===== config.mk =====
export PLATFORM = sky130hd
export DESIGN_NAME = qdt_top
export DESIGN_NICKNAME = d
export VERILOG_FILES = /design/src/design/qdt_pkg.sv /design/src/design/qdt_top.sv
export VERILOG_INCLUDE_DIRS = /design/src /design/src/design
export SDC_FILE = /design/constraint.sdc
export NUM_CORES = 1
export LEC_CHECK = 0
export BUFFER_PORTS_ARGS = -buffer_cell sky130_fd_sc_hd__buf_2
export CORE_ASPECT_RATIO = 0.9
export CORE_MARGIN = 5
export CORE_UTILIZATION = 45
export DETAILED_ROUTE_END_ITERATION = 16
export GPL_ROUTABILITY_DRIVEN = 0
export REMOVE_ABC_BUFFERS = 1
export SLEW_MARGIN = 0
export SYNTH_ARGS = -nofsm -noshare
export SYNTH_HDL_FRONTEND = slang
export SYNTH_SLANG_ARGS = --single-unit

===== constraint.sdc =====
create_clock -name clk_i -period 4.05 [get_ports clk_i]
set_input_delay 0.405 -clock clk_i [delete_from_list [all_inputs] [get_ports clk_i]]
set_output_delay 0.405 -clock clk_i [all_outputs]
set_load 0.005 [all_outputs]

===== src/design/qdt_defs.svh =====
// Purpose: register offsets, field positions, reset values, timing counts
// Assumes: byte addresses on a 32-bit classic wishbone slave
// Notes:   definitions only
`ifndef QDT_DEFS_SVH
`define QDT_DEFS_SVH

`define QDT_OFS_CONTROL   8'h00
`define QDT_OFS_CONFIG    8'h04
`define QDT_OFS_COUNTER   8'h08
`define QDT_OFS_WRAP      8'h0c
`define QDT_OFS_MATCH     8'h10
`define QDT_OFS_SNAPSHOT  8'h14
`define QDT_OFS_FLAG      8'h18
`define QDT_OFS_FLAG_CLR  8'h1c
`define QDT_OFS_IRQ_VIEW  8'h20
`define QDT_OFS_IRQ_SET   8'h24
`define QDT_OFS_IRQ_CLR   8'h28
`define QDT_OFS_PARAM     8'h2c
`define QDT_OFS_VERSION   8'h30

// control_reg
`define QDT_CTL_ENABLE    0
`define QDT_CTL_START     1
// config_reg
`define QDT_CFG_DECODER   0
`define QDT_CFG_IDX_RST   1
`define QDT_CFG_POS_CMP   2
`define QDT_CFG_REV_CMP   3
`define QDT_CFG_EVT_START 4
`define QDT_CFG_INV_A     8
`define QDT_CFG_INV_B     9
`define QDT_CFG_INV_IDX   10
`define QDT_CFG_IDX_PHS   11
`define QDT_CFG_DEGLITCH  13
`define QDT_CFG_TSENSE    16
`define QDT_CFG_BIDIR     17
`define QDT_CFG_MASK      32'h00033f1f
// flag_reg
`define QDT_FLG_INDEX     0
`define QDT_FLG_MATCH     1
`define QDT_FLG_CAPTURE   2
`define QDT_FLG_POS_WRAP  3
`define QDT_FLG_REV_WRAP  4
`define QDT_FLG_IDX_ERR   5
`define QDT_FLG_DIR_FLIP  6
`define QDT_FLG_LOST      7
`define QDT_FLG_ILLEGAL   8
`define QDT_FLG_TRIGGER   9
`define QDT_FLG_SENSE     16
`define QDT_FLG_RUNNING   17
`define QDT_NUM_FLAGS     10

`define QDT_RST_WORD      32'h00000000
`define QDT_DEGLITCH_HOLD 2'd3

`endif


===== src/design/qdt_pkg.sv =====
// Purpose: types shared by the quadrature decoder / timer
// Assumes: qdt_defs.svh holds the numbers
// Notes:   none
package qdt_pkg;

	typedef struct packed {
		logic        cyc;
		logic        stb;
		logic        we;
		logic [3:0]  sel;
		logic [7:0]  adr;
		logic [31:0] dat;
	} qdt_wb_req_t;

	typedef struct packed {
		logic phase_a_input;
		logic phase_b_input;
		logic index_input;
	} qdt_enc_t;

	typedef struct packed {
		logic trigger;
		logic capture;
		logic toggle_dir;
	} qdt_evt_t;

	typedef enum logic [1:0] {
		QDT_STEP_NONE = 2'b00,
		QDT_STEP_UP   = 2'b01,
		QDT_STEP_DOWN = 2'b10,
		QDT_STEP_BAD  = 2'b11
	} qdt_step_t;

endpackage


===== src/design/qdt_top.sv =====
// Purpose: quadrature decoder with alternative 32-bit up/down timer
// Assumes: encoder pins asynchronous; events and debug_i on clk_i
// Notes:   internal count clock is a clock enable derived by a divider
//
// The Wishbone slave port is this design's own decision.
`include "qdt_defs.svh"

// Function
// RL1 - capture event copies counter into snapshot only while counter runs
// RL2 - capture before snapshot read keeps old value, sets capture_lost
// RL3 - with deglitch_en, inputs pass after three stable count clock ticks
// RL4 - decoder_mode_sel zero selects 32-bit timer with compare and capture
// RL5 - timer reuses counter, limit, compare, snapshot; skips filters, index
// RL6 - timer with bidir_timer_en reverses direction on each toggle event
// RL7 - timer_initial_sense loads on trigger; count_sense shows live sense
// RL8 - timer counting down stays at zero while direction is down
// RL9 - one interrupt line fed by ten status sources
// RL10 - snapshot read in debug keeps the pending capture record
// RL11 - timer position wrap on ffff with rc not limit, pc or rc limit
// RL12 - index mismatch when pc is not limit going up, not one down
// RL13 - non-adjacent phase jump raises illegal_step_flag
// RL14 - enable set and clear registers; irq_mask_view shows enables
// RL15 - flags set regardless of mask; cleared by writing one to clear
// RL16 - trigger starts counting, capture snapshots, toggle acts in timer
// RL17 - compare event emitted when counter reaches match value
// RL18 - soft_start triggers only while unit_enable; reads back zero
// RL19 - unit_enable zero stops unit and count clock, one enables
// RL20 - index_phase_sel picks phase state A,B that arms index detection
// RL21 - config bits invert phase A, phase B and index inputs
// RL22 - router triggers honoured only when event_start_en is one
// RL23 - any trigger resets counter and starts the count clock
// RL24 - index_reset_en with index in chosen phase zeroes position
// RL25 - decoder_mode_sel one selects quadrature decoding
// RL26 - match enables choose revolution, position or full compare
// RL27 - snapshot read outside debug marks snapshot read
module qdt_top
	import qdt_pkg::*;
#(
	parameter int          COUNT_DIV   = 4,
	parameter logic [31:0] PARAM_WORD  = 32'h00000000,
	parameter logic [31:0] VERSION_ID  = 32'h00000100
)(
	// clock, reset, freeze
	input  wire logic        clk_i,
	input  wire logic        rst_i,
	input  wire logic        ce_i,
	// register bus
	input  wire qdt_wb_req_t wb_i,
	output logic [31:0]      wb_dat_o,
	output logic             wb_ack_o,
	// encoder pins and event router
	input  wire qdt_enc_t    enc_i,
	input  wire qdt_evt_t    evt_i,
	input  wire logic        debug_i,
	output logic             cmp_evt_o,
	output logic             irq_o
);

	// version value is arbitrary
	localparam int DW = $clog2(COUNT_DIV + 1);

	logic [31:0] ctl_cfg_r;
	logic        enable_r;
	logic [31:0] cnt_r;
	logic [31:0] cnt_nxt;
	logic [31:0] top_r;
	logic [31:0] match_r;
	logic [31:0] snap_r;
	logic        unread_r;
	logic [`QDT_NUM_FLAGS-1:0] flags_r;
	logic [`QDT_NUM_FLAGS-1:0] flag_set;
	logic [`QDT_NUM_FLAGS-1:0] mask_r;
	logic        running_r;
	logic        down_r;
	logic        down_nxt;
	logic        hit_r;
	logic [DW-1:0] div_r;
	logic        tick;
	logic [2:0]  sync1_r;
	logic [2:0]  sync2_r;
	logic [2:0]  filt_r;
	logic [2:0]  line;
	logic [1:0]  phase_r;
	logic        idx_arm_r;
	logic        bus_go;
	logic        wr;
	logic        rd;
	logic        trig;
	logic        timer;
	logic        hit;
	logic [15:0] pc;
	logic [15:0] rc;
	logic [15:0] pc_top;
	logic [15:0] rc_top;
	logic        idx_hit;
	qdt_step_t   step;

	function automatic logic [31:0] merge(input logic [31:0] old,
		input logic [31:0] nw, input logic [3:0] sel);
		logic [31:0] m;
		m = {{8{sel[3]}}, {8{sel[2]}}, {8{sel[1]}}, {8{sel[0]}}};
		return (old & ~m) | (nw & m);
	endfunction

	function automatic logic wr_at(input logic [7:0] ofs);
		return wr && (wb_i.adr == ofs);
	endfunction

	// next state along the positive sense, A leading B
	function automatic qdt_step_t decode(input logic [1:0] prv,
		input logic [1:0] cur);
		logic [1:0] fwd;
		fwd = {~prv[0], prv[1]};
		if (prv == cur)
			return QDT_STEP_NONE;
		else if ((prv ^ cur) == 2'b11)
			return QDT_STEP_BAD;
		else if (cur == fwd)
			return QDT_STEP_UP;
		else
			return QDT_STEP_DOWN;
	endfunction

	assign bus_go = wb_i.cyc && wb_i.stb && !wb_ack_o;
	assign wr     = bus_go && wb_i.we;
	assign rd     = bus_go && !wb_i.we;
	assign timer  = !ctl_cfg_r[`QDT_CFG_DECODER]; // RL4 RL25
	assign pc     = cnt_r[15:0];
	assign rc     = cnt_r[31:16];
	assign pc_top = top_r[15:0];
	assign rc_top = top_r[31:16];
	assign tick   = running_r && (div_r == DW'(COUNT_DIV - 1));

	// trigger sources
	always_comb begin
		trig = 1'b0;
		if (enable_r && wr_at(`QDT_OFS_CONTROL) && wb_i.sel[0]
			&& wb_i.dat[`QDT_CTL_START])
			trig = 1'b1; // RL18
		if (enable_r && evt_i.trigger && ctl_cfg_r[`QDT_CFG_EVT_START])
			trig = 1'b1; // RL22
	end

	// internal count clock divider
	always_ff @(posedge clk_i) begin
		if (rst_i || !running_r)
			div_r <= '0;
		else if (ce_i)
			div_r <= tick ? '0 : DW'(div_r + 1'b1);
	end

	always_ff @(posedge clk_i) begin
		if (rst_i)
			running_r <= 1'b0;
		else if (ce_i) begin
			if (!enable_r)
				running_r <= 1'b0; // RL19
			else if (trig)
				running_r <= 1'b1; // RL16 RL23
		end
	end

	// pin synchronisers, polarity, deglitch
	assign line = sync2_r ^ {ctl_cfg_r[`QDT_CFG_INV_A],
		ctl_cfg_r[`QDT_CFG_INV_B], ctl_cfg_r[`QDT_CFG_INV_IDX]}; // RL21

	always_ff @(posedge clk_i) begin
		if (rst_i) begin
			sync1_r <= 3'h0;
			sync2_r <= 3'h0;
		end else if (ce_i) begin
			sync1_r <= {enc_i.phase_a_input, enc_i.phase_b_input,
				enc_i.index_input};
			sync2_r <= sync1_r;
		end
	end

	genvar gi;
	generate
		for (gi = 0; gi < 3; gi++) begin : g_filt
			logic [1:0] hold_r;
			always_ff @(posedge clk_i) begin
				if (rst_i) begin
					hold_r     <= 2'h0;
					filt_r[gi] <= 1'b0;
				end else if (ce_i) begin
					if (!ctl_cfg_r[`QDT_CFG_DEGLITCH]) begin
						hold_r     <= 2'h0;
						filt_r[gi] <= line[gi];
					end else if (line[gi] == filt_r[gi])
						hold_r <= 2'h0;
					else if (tick) begin
						if (hold_r == `QDT_DEGLITCH_HOLD - 2'd1) begin
							hold_r     <= 2'h0;
							filt_r[gi] <= line[gi]; // RL3
						end else
							hold_r <= hold_r + 2'd1;
					end
				end
			end
		end
	endgenerate

	assign step    = decode(phase_r, filt_r[2:1]);
	// index armed only in the chosen phase, edge counted once
	assign idx_hit = !timer && filt_r[0] && !idx_arm_r
		&& (filt_r[2:1] == ctl_cfg_r[`QDT_CFG_IDX_PHS +: 2]); // RL20

	always_ff @(posedge clk_i) begin
		if (rst_i) begin
			phase_r   <= 2'h0;
			idx_arm_r <= 1'b0;
		end else if (ce_i) begin
			phase_r   <= filt_r[2:1];
			idx_arm_r <= filt_r[0]
				&& (filt_r[2:1] == ctl_cfg_r[`QDT_CFG_IDX_PHS +: 2]);
		end
	end

	// counter, direction and event flags
	always_comb begin
		cnt_nxt  = cnt_r;
		down_nxt = down_r;
		flag_set = '0;
		if (trig) begin
			cnt_nxt  = 32'h0; // RL23
			flag_set[`QDT_FLG_TRIGGER] = 1'b1;
			if (timer)
				down_nxt = ctl_cfg_r[`QDT_CFG_TSENSE]; // RL7
		end else if (wr_at(`QDT_OFS_COUNTER))
			cnt_nxt = merge(cnt_r, wb_i.dat, wb_i.sel);
		else if (running_r && timer) begin // RL5
			if (evt_i.toggle_dir && ctl_cfg_r[`QDT_CFG_BIDIR])
				down_nxt = !down_r; // RL6 RL16
			if (tick && !down_r) begin
				if ((pc == 16'hffff && rc != rc_top) || pc == pc_top
					|| rc == rc_top)
					flag_set[`QDT_FLG_POS_WRAP] = 1'b1; // RL11
				cnt_nxt = (cnt_r == top_r) ? 32'h0 : cnt_r + 32'h1;
			end else if (tick && cnt_r != 32'h0)
				cnt_nxt = cnt_r - 32'h1; // RL8
		end else if (running_r) begin
			if (step == QDT_STEP_BAD)
				flag_set[`QDT_FLG_ILLEGAL] = 1'b1; // RL13
			else if (step == QDT_STEP_UP) begin
				down_nxt = 1'b0;
				if (pc == pc_top) begin
					cnt_nxt[15:0] = 16'h0;
					flag_set[`QDT_FLG_POS_WRAP] = 1'b1;
					flag_set[`QDT_FLG_REV_WRAP] = (rc == rc_top);
					cnt_nxt[31:16] = (rc == rc_top) ? 16'h0 : rc + 16'h1;
				end else
					cnt_nxt[15:0] = pc + 16'h1;
			end else if (step == QDT_STEP_DOWN) begin
				down_nxt = 1'b1;
				if (pc == 16'h0) begin
					cnt_nxt[15:0] = pc_top;
					flag_set[`QDT_FLG_POS_WRAP] = 1'b1;
					flag_set[`QDT_FLG_REV_WRAP] = (rc == 16'h0);
					cnt_nxt[31:16] = (rc == 16'h0) ? rc_top : rc - 16'h1;
				end else
					cnt_nxt[15:0] = pc - 16'h1;
			end
			if (idx_hit) begin
				flag_set[`QDT_FLG_INDEX] = 1'b1;
				if (down_r ? (pc != 16'h1) : (pc != pc_top))
					flag_set[`QDT_FLG_IDX_ERR] = 1'b1; // RL12
				if (ctl_cfg_r[`QDT_CFG_IDX_RST])
					cnt_nxt[15:0] = 16'h0; // RL24
			end
		end
		if (down_nxt != down_r)
			flag_set[`QDT_FLG_DIR_FLIP] = 1'b1;
		if (hit && !hit_r)
			flag_set[`QDT_FLG_MATCH] = 1'b1;
		if (evt_i.capture && running_r) begin
			if (unread_r)
				flag_set[`QDT_FLG_LOST] = 1'b1; // RL2
			else
				flag_set[`QDT_FLG_CAPTURE] = 1'b1;
		end
	end

	always_ff @(posedge clk_i) begin
		if (rst_i) begin
			cnt_r  <= `QDT_RST_WORD;
			down_r <= 1'b0;
		end else if (ce_i) begin
			cnt_r  <= cnt_nxt;
			down_r <= down_nxt;
		end
	end

	// compare on chosen halves; neither enabled means never
	always_comb begin
		hit = ctl_cfg_r[`QDT_CFG_POS_CMP] || ctl_cfg_r[`QDT_CFG_REV_CMP];
		if (ctl_cfg_r[`QDT_CFG_POS_CMP] && pc != match_r[15:0])
			hit = 1'b0; // RL26
		if (ctl_cfg_r[`QDT_CFG_REV_CMP] && rc != match_r[31:16])
			hit = 1'b0; // RL26
	end

	always_ff @(posedge clk_i) begin
		if (rst_i) begin
			hit_r     <= 1'b0;
			cmp_evt_o <= 1'b0;
		end else if (ce_i) begin
			hit_r     <= hit;
			cmp_evt_o <= hit && !hit_r; // RL17
		end
	end

	// snapshot; a read clears the pending mark unless halted in debug
	always_ff @(posedge clk_i) begin
		if (rst_i) begin
			snap_r   <= `QDT_RST_WORD;
			unread_r <= 1'b0;
		end else if (ce_i) begin
			if (evt_i.capture && running_r && !unread_r) begin
				snap_r   <= cnt_r; // RL1
				unread_r <= 1'b1;
			end else if (rd && wb_i.adr == `QDT_OFS_SNAPSHOT && !debug_i)
				unread_r <= 1'b0; // RL10 RL27
		end
	end

	// status: hardware set wins over a same-cycle clear
	always_ff @(posedge clk_i) begin
		if (rst_i)
			flags_r <= '0;
		else if (ce_i) begin
			if (wr_at(`QDT_OFS_FLAG_CLR))
				flags_r <= (flags_r & ~wb_i.dat[`QDT_NUM_FLAGS-1:0])
					| flag_set; // RL15
			else
				flags_r <= flags_r | flag_set; // RL15
		end
	end

	always_ff @(posedge clk_i) begin
		if (rst_i)
			mask_r <= '0;
		else if (ce_i) begin
			if (wr_at(`QDT_OFS_IRQ_SET))
				mask_r <= mask_r | wb_i.dat[`QDT_NUM_FLAGS-1:0]; // RL14
			else if (wr_at(`QDT_OFS_IRQ_CLR))
				mask_r <= mask_r & ~wb_i.dat[`QDT_NUM_FLAGS-1:0]; // RL14
		end
	end

	always_ff @(posedge clk_i) begin
		if (rst_i)
			irq_o <= 1'b0;
		else if (ce_i)
			irq_o <= |(flags_r & mask_r); // RL9
	end

	// control and configuration
	always_ff @(posedge clk_i) begin
		if (rst_i) begin
			enable_r  <= 1'b0;
			ctl_cfg_r <= `QDT_RST_WORD;
			top_r     <= `QDT_RST_WORD;
			match_r   <= `QDT_RST_WORD;
		end else if (ce_i) begin
			if (wr_at(`QDT_OFS_CONTROL) && wb_i.sel[0])
				enable_r <= wb_i.dat[`QDT_CTL_ENABLE]; // RL19
			if (wr_at(`QDT_OFS_CONFIG))
				ctl_cfg_r <= merge(ctl_cfg_r, wb_i.dat, wb_i.sel)
					& `QDT_CFG_MASK;
			if (wr_at(`QDT_OFS_WRAP))
				top_r <= merge(top_r, wb_i.dat, wb_i.sel);
			if (wr_at(`QDT_OFS_MATCH))
				match_r <= merge(match_r, wb_i.dat, wb_i.sel);
		end
	end

	// bus answer one cycle after the request; unmapped reads zero
	always_ff @(posedge clk_i) begin
		if (rst_i) begin
			wb_ack_o <= 1'b0;
			wb_dat_o <= 32'h0;
		end else if (ce_i) begin
			wb_ack_o <= bus_go;
			wb_dat_o <= 32'h0;
			if (rd) begin
				case (wb_i.adr)
					`QDT_OFS_CONTROL:  wb_dat_o <= {31'h0, enable_r}; // RL18
					`QDT_OFS_CONFIG:   wb_dat_o <= ctl_cfg_r;
					`QDT_OFS_COUNTER:  wb_dat_o <= cnt_r;
					`QDT_OFS_WRAP:     wb_dat_o <= top_r;
					`QDT_OFS_MATCH:    wb_dat_o <= match_r;
					`QDT_OFS_SNAPSHOT: wb_dat_o <= snap_r;
					`QDT_OFS_FLAG: begin
						wb_dat_o <= {22'h0, flags_r};
						wb_dat_o[`QDT_FLG_SENSE]   <= down_r; // RL7
						wb_dat_o[`QDT_FLG_RUNNING] <= running_r;
					end
					`QDT_OFS_IRQ_VIEW: wb_dat_o <= {22'h0, mask_r}; // RL14
					`QDT_OFS_PARAM:    wb_dat_o <= PARAM_WORD;
					`QDT_OFS_VERSION:  wb_dat_o <= VERSION_ID;
					default:           wb_dat_o <= 32'h0;
				endcase
			end
		end
	end

endmodule


==> results.toml, run 1 <==
[clock_tree]
cts-root-buf = "clkbuf_16"
clock_latency_ps = 550
postCtsSetupRepairBufs = 0
clkSinkCount = 222
ctsResizeCount = 0
cts_buffer_depth = 3
ctsHtreeMaxLevel = 1
clkTransAtPathRegs_ps = 70
cts_hold_buf = 0
numCtsBuffers = 26
cts_tree = "done"

[critical_path]
path_class = "reg -> reg"
worstPathRequired_ps = 4540
arrival_ps = 3830
crit_start = "cnt_r[17]$_SDFFE_PP0P_"
worstPathMaxFanout = 16
endpoint_kind = "flop"
start_kind = "flop"
r2r_start = "cnt_r[17]$_SDFFE_PP0P_"

[timing]
worst-slew-pin-transition_ps = 1100
relSlewSlack_pct = 26.7
finalHoldViolations = 0
finalSetupViolCount = 0
worst_slack_ps = 712
fin_setup_tns_ps = 0
post-route-period-util_pct = 82.4
max_freq_mhz = 300
rsz0062_at_grt = "no"
min_period_ps = 3340
finalHoldWorstSlack_ps = 105
skew_ps = 14.9
final_max_slew_viol_count = 0

[drt]
finalWirelength_um = 53700
routedWlPerCell_um = 23.8
drtPass1Iterations = 6
drc = 0
drtAntennaViolNets = 0
drtIter0Drc = 1864
via_per_inst = 6.52
num_vias = 14746

[synth]
yosys_most_used_dff = "dfxtp_1"
synth_area_um2 = 14000
ys_types = 87
synthCells = 1806
synthTopCellsByArea = "dfxtp_1 32%, mux2i_1 9.1%, nor2_1 5.8%"
syn_avg_cell_area_um2 = 7.76
synth_edf_count = 0
synth_top_area_share_pct = 31.7
yosysSeqAreaShare_pct = 31.7
synth_most_common_cell = "dfxtp_1"
async_flop_share_pct = 0
netlist_top_cells_count = "222 x dfxtp_1, 218 x nor2_1, 186 x nand2_1"
yosys.area.top_type = "dfxtp_1"
ys_ff_latch = 222
synth_warnings = 0

[place]
portBuffers = 91
place_ws_ps = 787
dpl_cell_area_um2 = 14900
place_hpwl_um = 37500

[die]
placementRows = 61
die_h_um = 177
coreArea_um2 = 30800
start_util_pct = 45.4
die_area_um2 = 34800
ioPinCount = 92
die_x_um = 196

[cells_and_area]
areaGrowthSynthToFinish_pct = 13.0
final_nets = 1894
drive_above_1_share_pct = 13.1
antennaDiodeCount = 0
fillers = 3088
stdcell_area_um2 = 15800

[global_route]
antenna_found_initial = 0
grt-ovfl-total = 0
grt_max_degree = 79
grt_pass1_vias = 13855
grt_first_pass_wirelength_um = 82300
gr-usage-all-layers_pct = 29.7

[worst_hold_path]
hold_path.class = "in -> reg"
min_from = "enc_i[1]"

[power_and_ir_drop]
powerDensity_nw_per_um2 = 313
power.leakage_nw = 6.21
peakVddDrop_mv = 0.300

[outcome]
outcome = "complete, no violations"

[run]
drv_cap = 0
routing by layer:
metal | track usage (%) | vias to the layer above | routed length, um
met2 | 43.2 | 913 | 22100
met3 | 8.05 | 144 | 6410
met5 | 0 | - | 0
li1 | - | 6684 | -
met4 | 9.86 | 0 | 1960
met1 | 42.4 | 7005 | 23200
logic make-up (layout without fill, tap and decap cells):
kind of cell	after synthesis	in the layout	synth area share, %
xor+xnor	121	121	7.56
fa+ha+maj	6	6	0.536
compound gates	483	483	23.3
simple gates	660	660	22.4
mux	130	130	9.34
flops	222	222	31.7
buf+inv	184	229	5.22
critical path, stage by stage, from the launching register on:
cell and delay (ps):
dfxtp_1 310, inv_1 100, ha_1 320, nor4b_2 520
and4_1 540, a21oi_1 210, o32ai_2 330, a41o_1 590
o21bai_1 210, a22o_1 150
through the flow:
| stage | utilization [%] | cells | total power, mW |
|---|---|---|---|
| finish | 51.3 | 2260 | 4.96 |
| global route | 51.3 | 2260 | 5.11 |
| CTS | 51.3 | 2260 | 4.99 |
| detailed placement | 48.4 | 2212 | 2.51 |
| global placement | 48.4 | 2212 | 2.51 |
| floorplan | - | 1639 | 2.35 |
report_power, final:
part / leakage [nW] / internal [mW] / switching (mW)
Clock: 0.439 / 1.49 / 0.996
Sequential: 1.79 / 2.19 / 0.00754
Combinational: 3.98 / 0.0820 / 0.194
Total: 6.21 / 3.76 / 1.20
cell usage in the layout (no fill, tap or decap), types with 6 or more instances in the layout:
cell / n
a221oi_1: 12
a32oi_1: 9
a211oi_1: 12
nand4_1: 33
nand2b_1: 10
buf_2: 90
inv_1: 16
o311ai_0: 8
ha_1: 6
and2_1: 8
o31ai_1: 15
mux2i_1: 127
a22o_1: 20
clkbuf_8: 8
buf_4: 73
nand2_1: 186
dfxtp_1: 222
nor4_1: 35
a31oi_1: 33
a221o_1: 6
nor3_1: 40
nor2_1: 216
clkbuf_16: 27
a21oi_1: 157
or3_1: 10
o21ai_0: 52
o211ai_1: 12
a22oi_1: 69
xor2_1: 39
xnor2_1: 82
and3_1: 21
or4_1: 12
and4_1: 7
a222oi_1: 10
nand3_1: 44
final timing paths:
path	end	slack, ps	cells past startpoint
setup reg to reg	cnt_r[20]$_SDFFE_PP0P_	710	9
hold / removal	sync1_r[1]$_SDFFE_PP0P_	100	3
setup / recovery	cnt_r[20]$_SDFFE_PP0P_	710	9
hold reg to reg	snap_r[23]$_SDFFE_PP0P_	450	2
final cells by class:
class | instances | area (um^2) | share of cell area [%]
clock buffers | 38 | 797 | 5.04
flip-flops and latches | 222 | 4440 | 28.1
repair buffers | 164 | 1010 | 6.38
inverters | 17 | 63.8 | 0.403
clock inverters | 10 | 118 | 0.743
multi-input cells | 1400 | 8880 | 56.1
well taps | 409 | 512 | 3.23
No activity file was read; power rests on OpenSTA's default activity.
==> run 2, diff against run 1 <==
- ABC_AREA: not set -> 1
- clock period: 4.05 -> 3.1 ns (I/O delays scaled with it)
==> run 2 against run 1 <==
- synthesized cell count increased by 41%
- hold slack got worse by 43 ps
- synthesized area increased by 12%
- sequential power increased by 31%
- register-to-register slack got worse by 470 ps
- combinational power increased by 120%
- sequential share of layout area decreased by 2.7 points
- critical path type unchanged
==> results.toml, run 2 <==
[synth]
synthTopCellsByArea = "dfxtp_1 28%, nand2_1 16%, nand3_1 6.7%"
synth_top_area_share_pct = 28.4
synth_warnings = 0
async_flop_share_pct = 0
yosys.area.top_type = "dfxtp_1"
netlist_top_cells_count = "678 x nand2_1, 257 x nor2_1, 222 x dfxtp_1"
synth_edf_count = 0
ys_types = 43
ys_ff_latch = 222
yosysSeqAreaShare_pct = 28.4
synthCells = 2539
syn_avg_cell_area_um2 = 6.16
synth_most_common_cell = "nand2_1"
yosys_most_used_dff = "dfxtp_1"
synth_area_um2 = 15700

[die]
die_x_um = 207
start_util_pct = 45.8
coreArea_um2 = 34200
die_h_um = 187
placementRows = 64
ioPinCount = 92
die_area_um2 = 38600

[clock_tree]
cts-root-buf = "clkbuf_16"
postCtsSetupRepairBufs = 0
cts_buffer_depth = 3
clkSinkCount = 222
ctsHtreeMaxLevel = 1
cts_tree = "done"
clkTransAtPathRegs_ps = 60
clock_latency_ps = 560
numCtsBuffers = 26

[drt]
drtPass1Iterations = 6
drc = 0
finalWirelength_um = 63300
via_per_inst = 5.86
drtIter0Drc = 2050
num_vias = 18017
drtAntennaViolNets = 0
routedWlPerCell_um = 20.6

[timing]
finalHoldWorstSlack_ps = 62.5
final_max_slew_viol_count = 0
relSlewSlack_pct = 48.6
min_period_ps = 2860
worst-slew-pin-transition_ps = 771
post-route-period-util_pct = 92.3
skew_ps = 15.2
max_freq_mhz = 349
rsz0062_at_grt = "no"
finalHoldViolations = 0
finalSetupViolCount = 0

[cells_and_area]
drive_above_1_share_pct = 13.1
areaGrowthSynthToFinish_pct = 11.9
multi_input_area_um2 = 9520
final_nets = 2653
fillers = 3597
final_cell_mix = "678 x nand2_1, 253 x nor2_1, 222 x dfxtp_1, 215 x inv_1, 211 x nand3_1"
final_common_cell = "nand2_1"
register_area_um2 = 4440

[power_and_ir_drop]
powerDensity_nw_per_um2 = 386
power.leakage_nw = 7.54
total_power_mw = 6.76
peakVddDrop_mv = 0.349

[worst_hold_path]
hold_path_depth = 3
min_from = "wb_i[4]"
hold_path.class = "in -> reg"

[global_route]
grt_max_degree = 137
antenna_found_initial = 0
grt_first_pass_wirelength_um = 97600
grt-ovfl-total = 0
gr-usage-all-layers_pct = 31.6
grt_pass1_vias = 16713

[critical_path]
path_class = "reg -> reg"
worstPathMaxFanout = 13
r2r_start = "cnt_r[1]$_SDFFE_PP0P_"
endpoint_kind = "flop"
r2r_cells = 13
r2r-end = "cnt_r[17]$_SDFFE_PP0P_"
worstPathRequired_ps = 3580
r2r_slack_ps = 240
arrival_ps = 3340
start_kind = "flop"

[place]
portBuffers = 91
place_hpwl_um = 46700

[run]
drv_cap = 0

[outcome]
outcome = "complete, no violations"
==> run 2: cell count changes in the layout (fill, tap and decap cells not counted), sizes merged, moves of 31 or more <==
cell    previous run  this run
inv               18       251
nor3              43        12
a31oi             33         0
o22ai              5        39
o21ai             53       191
nor2             218       291
nand2            186       705
a221oi            12        60
a21oi            157       212
a22oi             70         0
nor4              39         1
xnor2             82        22
nand3             44       224
mux2i            127         0
==> run 2: routing by layer <==
metal / vias to the layer above / part of all wire [%] / GRT usage, %
met3: 181 / 10 / 6.35
met2: 967 / 41 / 45.5
met5: - / 0 / 0
met1: 8366 / 44 / 46.5
li1: 8503 / - / -
met4: 0 / 4.4 / 11.7
==> run 2: worst max path at each step <==
stage / slack, ps / cells past startpoint / start / to
floorplan: -670 / 4 / running_r$_SDFFE_PP0P_ / flags_r[2]$_SDFFE_PP0P_
global placement: 410 / 13 / cnt_r[1]$_SDFFE_PP0P_ / cnt_r[16]$_SDFFE_PP0P_
detailed placement: 320 / 13 / cnt_r[1]$_SDFFE_PP0P_ / cnt_r[17]$_SDFFE_PP0P_
CTS: 300 / 13 / cnt_r[1]$_SDFFE_PP0P_ / cnt_r[24]$_SDFFE_PP0P_
global route: 80 / 14 / cnt_r[1]$_SDFFE_PP0P_ / cnt_r[10]$_SDFFE_PP0P_
finish: 240 / 13 / cnt_r[1]$_SDFFE_PP0P_ / cnt_r[17]$_SDFFE_PP0P_
==> run 2: where the power goes <==
part | switching [mW] | internal, mW | total [mW]
clock network | 1.31 | 1.97 | 3.28
registers | 0.0128 | 2.87 | 2.88
logic | 0.417 | 0.179 | 0.596
==> run 2: cell families (layout without fill, tap and decap cells) <==
family,Yosys count,after routing,synth area share [%]
buffers and inverters,405,476,10.9
other,0,1,0
AND/OR/NAND/NOR,1295,1295,36.3
flip-flops,222,222,28.4
AO/OA/AOI/OAI,542,542,20.1
XOR/XNOR,69,69,3.86
adder cells (fa/ha/maj),6,6,0.480
==> run 2: area by class of cell <==
class	instances	share of cell area, %
Multi-Input combinational cell	1912	54.4
Timing Repair Buffer	170	6.26
Clock buffer	33	4.10
Clock inverter	15	1.04
Inverter	258	5.56
Sequential cell	222	25.4
Tap cell	462	3.30
Antenna cell	1	0.0143
==> run 2: stage by stage <==
step	setup TNS, ps	utilization (%)	std cells	setup slack [ps]	instance area (um^2)
6_report	0	51.2	3073	238	17500
5_1_grt	0	51.2	3072	79.4	17500
4_1_cts	0	51.2	3072	300	17500
3_5_place_dp	0	48.5	3021	323	16600
3_3_place_gp	0	48.5	3021	405	16600
2_1_floorplan	-23570	-	2392	-672	14900
==> run 2: timing repair <==
item	in CTS	in global routing
gates resized for setup	0	0
hold endpoints to repair	3	0
hold buffers	3	0
==> run 2: worst max-delay path: stages, from the launching register on <==
cell and delay, ps:
dfxtp_1 500, inv_1 220, ha_1 270, nand2_1 210, nor2_4 90, nand2_4 170, nor2_2 70, o21ai_2 170
nor2_4 80, nor2_8 140, nand2_4 170, nor2_4 430, nand3_1 120, a21oi_1 140
==> run 3, diff against run 2 <==
- PLACE_DENSITY: not set -> 0.71
==> run 3 against run 2 <==
- maximum frequency fell by 0.50%
- die area stayed put
- flip-flop and latch count unchanged
- power shrank 7.3%
- combinational power shrank 1%
- worst setup slack got worse by 14 ps
- first-iteration DRC count increased by 27%
- utilization fell by 0.47 points
- register-to-register slack barely moved
- via count is 1.2% higher
- non-clock buffer count fell by 2
==> results.toml, run 3 (synthesis gave the netlist of run 2 again) <==
[timing]
worst-slew-pin-transition_ps = 899
relSlewSlack_pct = 40.0
rsz0062_at_grt = "no"
min_period_ps = 2880
max_freq_mhz = 348
finalHoldViolations = 0
final_max_slew_viol_count = 0
post-route-period-util_pct = 92.8
finalSetupViolCount = 0
worst_slack_ps = 224
skew_ps = 25.8
finalHoldWorstSlack_ps = 58.6

[power_and_ir_drop]
power_frac_comb_pct = 9.4
p_seq_share_pct = 46.0
total_power_mw = 6.27
sw_frac_of_total_pct = 26.7
p_clk_share_pct = 44.6
power.leakage_nw = 7.45
power.internal_mw = 4.60
peakVddDrop_mv = 0.355
powerDensity_nw_per_um2 = 361
switching_power_mw = 1.67

[clock_tree]
cts_hold_buf = 3
cts_tree = "done"
clkSinkCount = 222
ctsResizeCount = 0
clkTransAtPathRegs_ps = 60
postCtsSetupRepairBufs = 0
ctsHtreeMaxLevel = 1
cts-root-buf = "clkbuf_16"
cts_buffer_depth = 3
clock_latency_ps = 570
numCtsBuffers = 26

[die]
ioPinCount = 92
die_x_um = 207
die_h_um = 187
placementRows = 64
coreArea_um2 = 34200
start_util_pct = 45.8
die_area_um2 = 38600

[cells_and_area]
areaGrowthSynthToFinish_pct = 10.9
final_cell_mix = "678 x nand2_1, 253 x nor2_1, 222 x dfxtp_1, 215 x inv_1, 211 x nand3_1"
fin_util_pct = 50.8
stdcell_area_um2 = 17400
drive_above_1_share_pct = 12.7
final_nets = 2651
final_common_cell = "nand2_1"

[critical_path]
cp-endpoint = "cnt_r[17]$_SDFFE_PP0P_"
r2r_slack_ps = 220
start_kind = "flop"
crit_start = "cnt_r[1]$_SDFFE_PP0P_"
worstPathRequired_ps = 3570
path_class = "reg -> reg"
r2r_start = "cnt_r[1]$_SDFFE_PP0P_"
worstPathMaxFanout = 13
arrival_ps = 3350
r2r-end = "cnt_r[17]$_SDFFE_PP0P_"
r2r_cells = 13
endpoint_kind = "flop"

[worst_hold_path]
hold_path.class = "in -> reg"

[drt]
via_per_inst = 5.95
drtPass1Iterations = 7
drtIter0Drc = 2607
routedWlPerCell_um = 19.6
drc = 0
finalWirelength_um = 60000
num_vias = 18233
drtAntennaViolNets = 0

[global_route]
grt_first_pass_wirelength_um = 93200
grt-ovfl-total = 0
antenna_found_initial = 1
grt_max_degree = 137
gr-usage-all-layers_pct = 29.6
grt_pass1_vias = 16859

[outcome]
outcome = "complete, no violations"

[place]
place_ws_ps = 306
dpl_cell_area_um2 = 16600
place_hpwl_um = 44400
portBuffers = 91

[run]
drv_cap = 0
## run 3: cell count changes in the layout (fill, tap and decap cells not counted), moves of 2 or more
cell / delta
buf_4: -3
clkinv_2: -5
bufinv_16: -4
clkbuf_1: +3
clkinvlp_4: +2
## run 3: final cells by class
type                       instances  area [um^2]
sequential                       222         4440
clock inverter                     7         51.3
clock buffer                      34          691
timing repair buffer             168         1090
fill                            3433        16800
multi-input combinational       1912         9520
tap                              462          578
inverter                         258          973
antenna                            1         2.50
## run 3: per-stage QoR
stage	setup TNS (ps)	std cells
5_1_grt	0	3063
3_5_place_dp	0	3019
6_report	0	3064
3_3_place_gp	0	3019
4_1_cts	0	3063
2_1_floorplan	-23570	2392
## run 3: power groups by stage
stage	combinational, mW	clock (mW)	sequential (mW)
2_1_floorplan	0.325	0	2.94
3_3_place_gp	0.557	0	2.94
3_5_place_dp	0.565	0	2.94
4_1_cts	0.571	2.83	2.88
5_1_grt	0.640	2.95	2.88
6_report	0.588	2.80	2.88
## run 3: worst max-delay path: stages (launching register included)
cell and delay [ps]:
dfxtp_1 490, inv_1 210, ha_1 260, nand2_1 190
nor2_4 120, nand2_4 170, nor2_2 60, o21ai_2 160
nor2_4 70, nor2_8 140, nand2_4 170, nor2_4 420
nand3_1 130, a21oi_1 160
## run 3: how the worst min path moves through the flow
stage	start	to	slack [ps]	cells after the start
after global placement	wb_dat_o[31]$_SDFFE_PP0P_	wb_dat_o[31]$_SDFFE_PP0P_	450	2
after global routing	wb_i[3]	flop	60	3
after floorplan	rst_i	cnt_r[18]$_SDFFE_PP0P_	370	1
final	wb_i[9]	flop	60	3
after detailed placement	wb_dat_o[28]$_SDFFE_PP0P_	wb_dat_o[28]$_SDFFE_PP0P_	450	2
after CTS	wb_i[9]	flop	50	3
## run 3: metal layers
layer	vias to the layer above	global-route usage, %	part of all wire (%)	wire length, um
met2	1286	44.0	42	25300
li1	8500	-	-	-
met1	8214	41.0	40	23800
met4	2	12.9	5.0	3020
met3	231	6.78	13	7820
met5	-	0	0.097	58
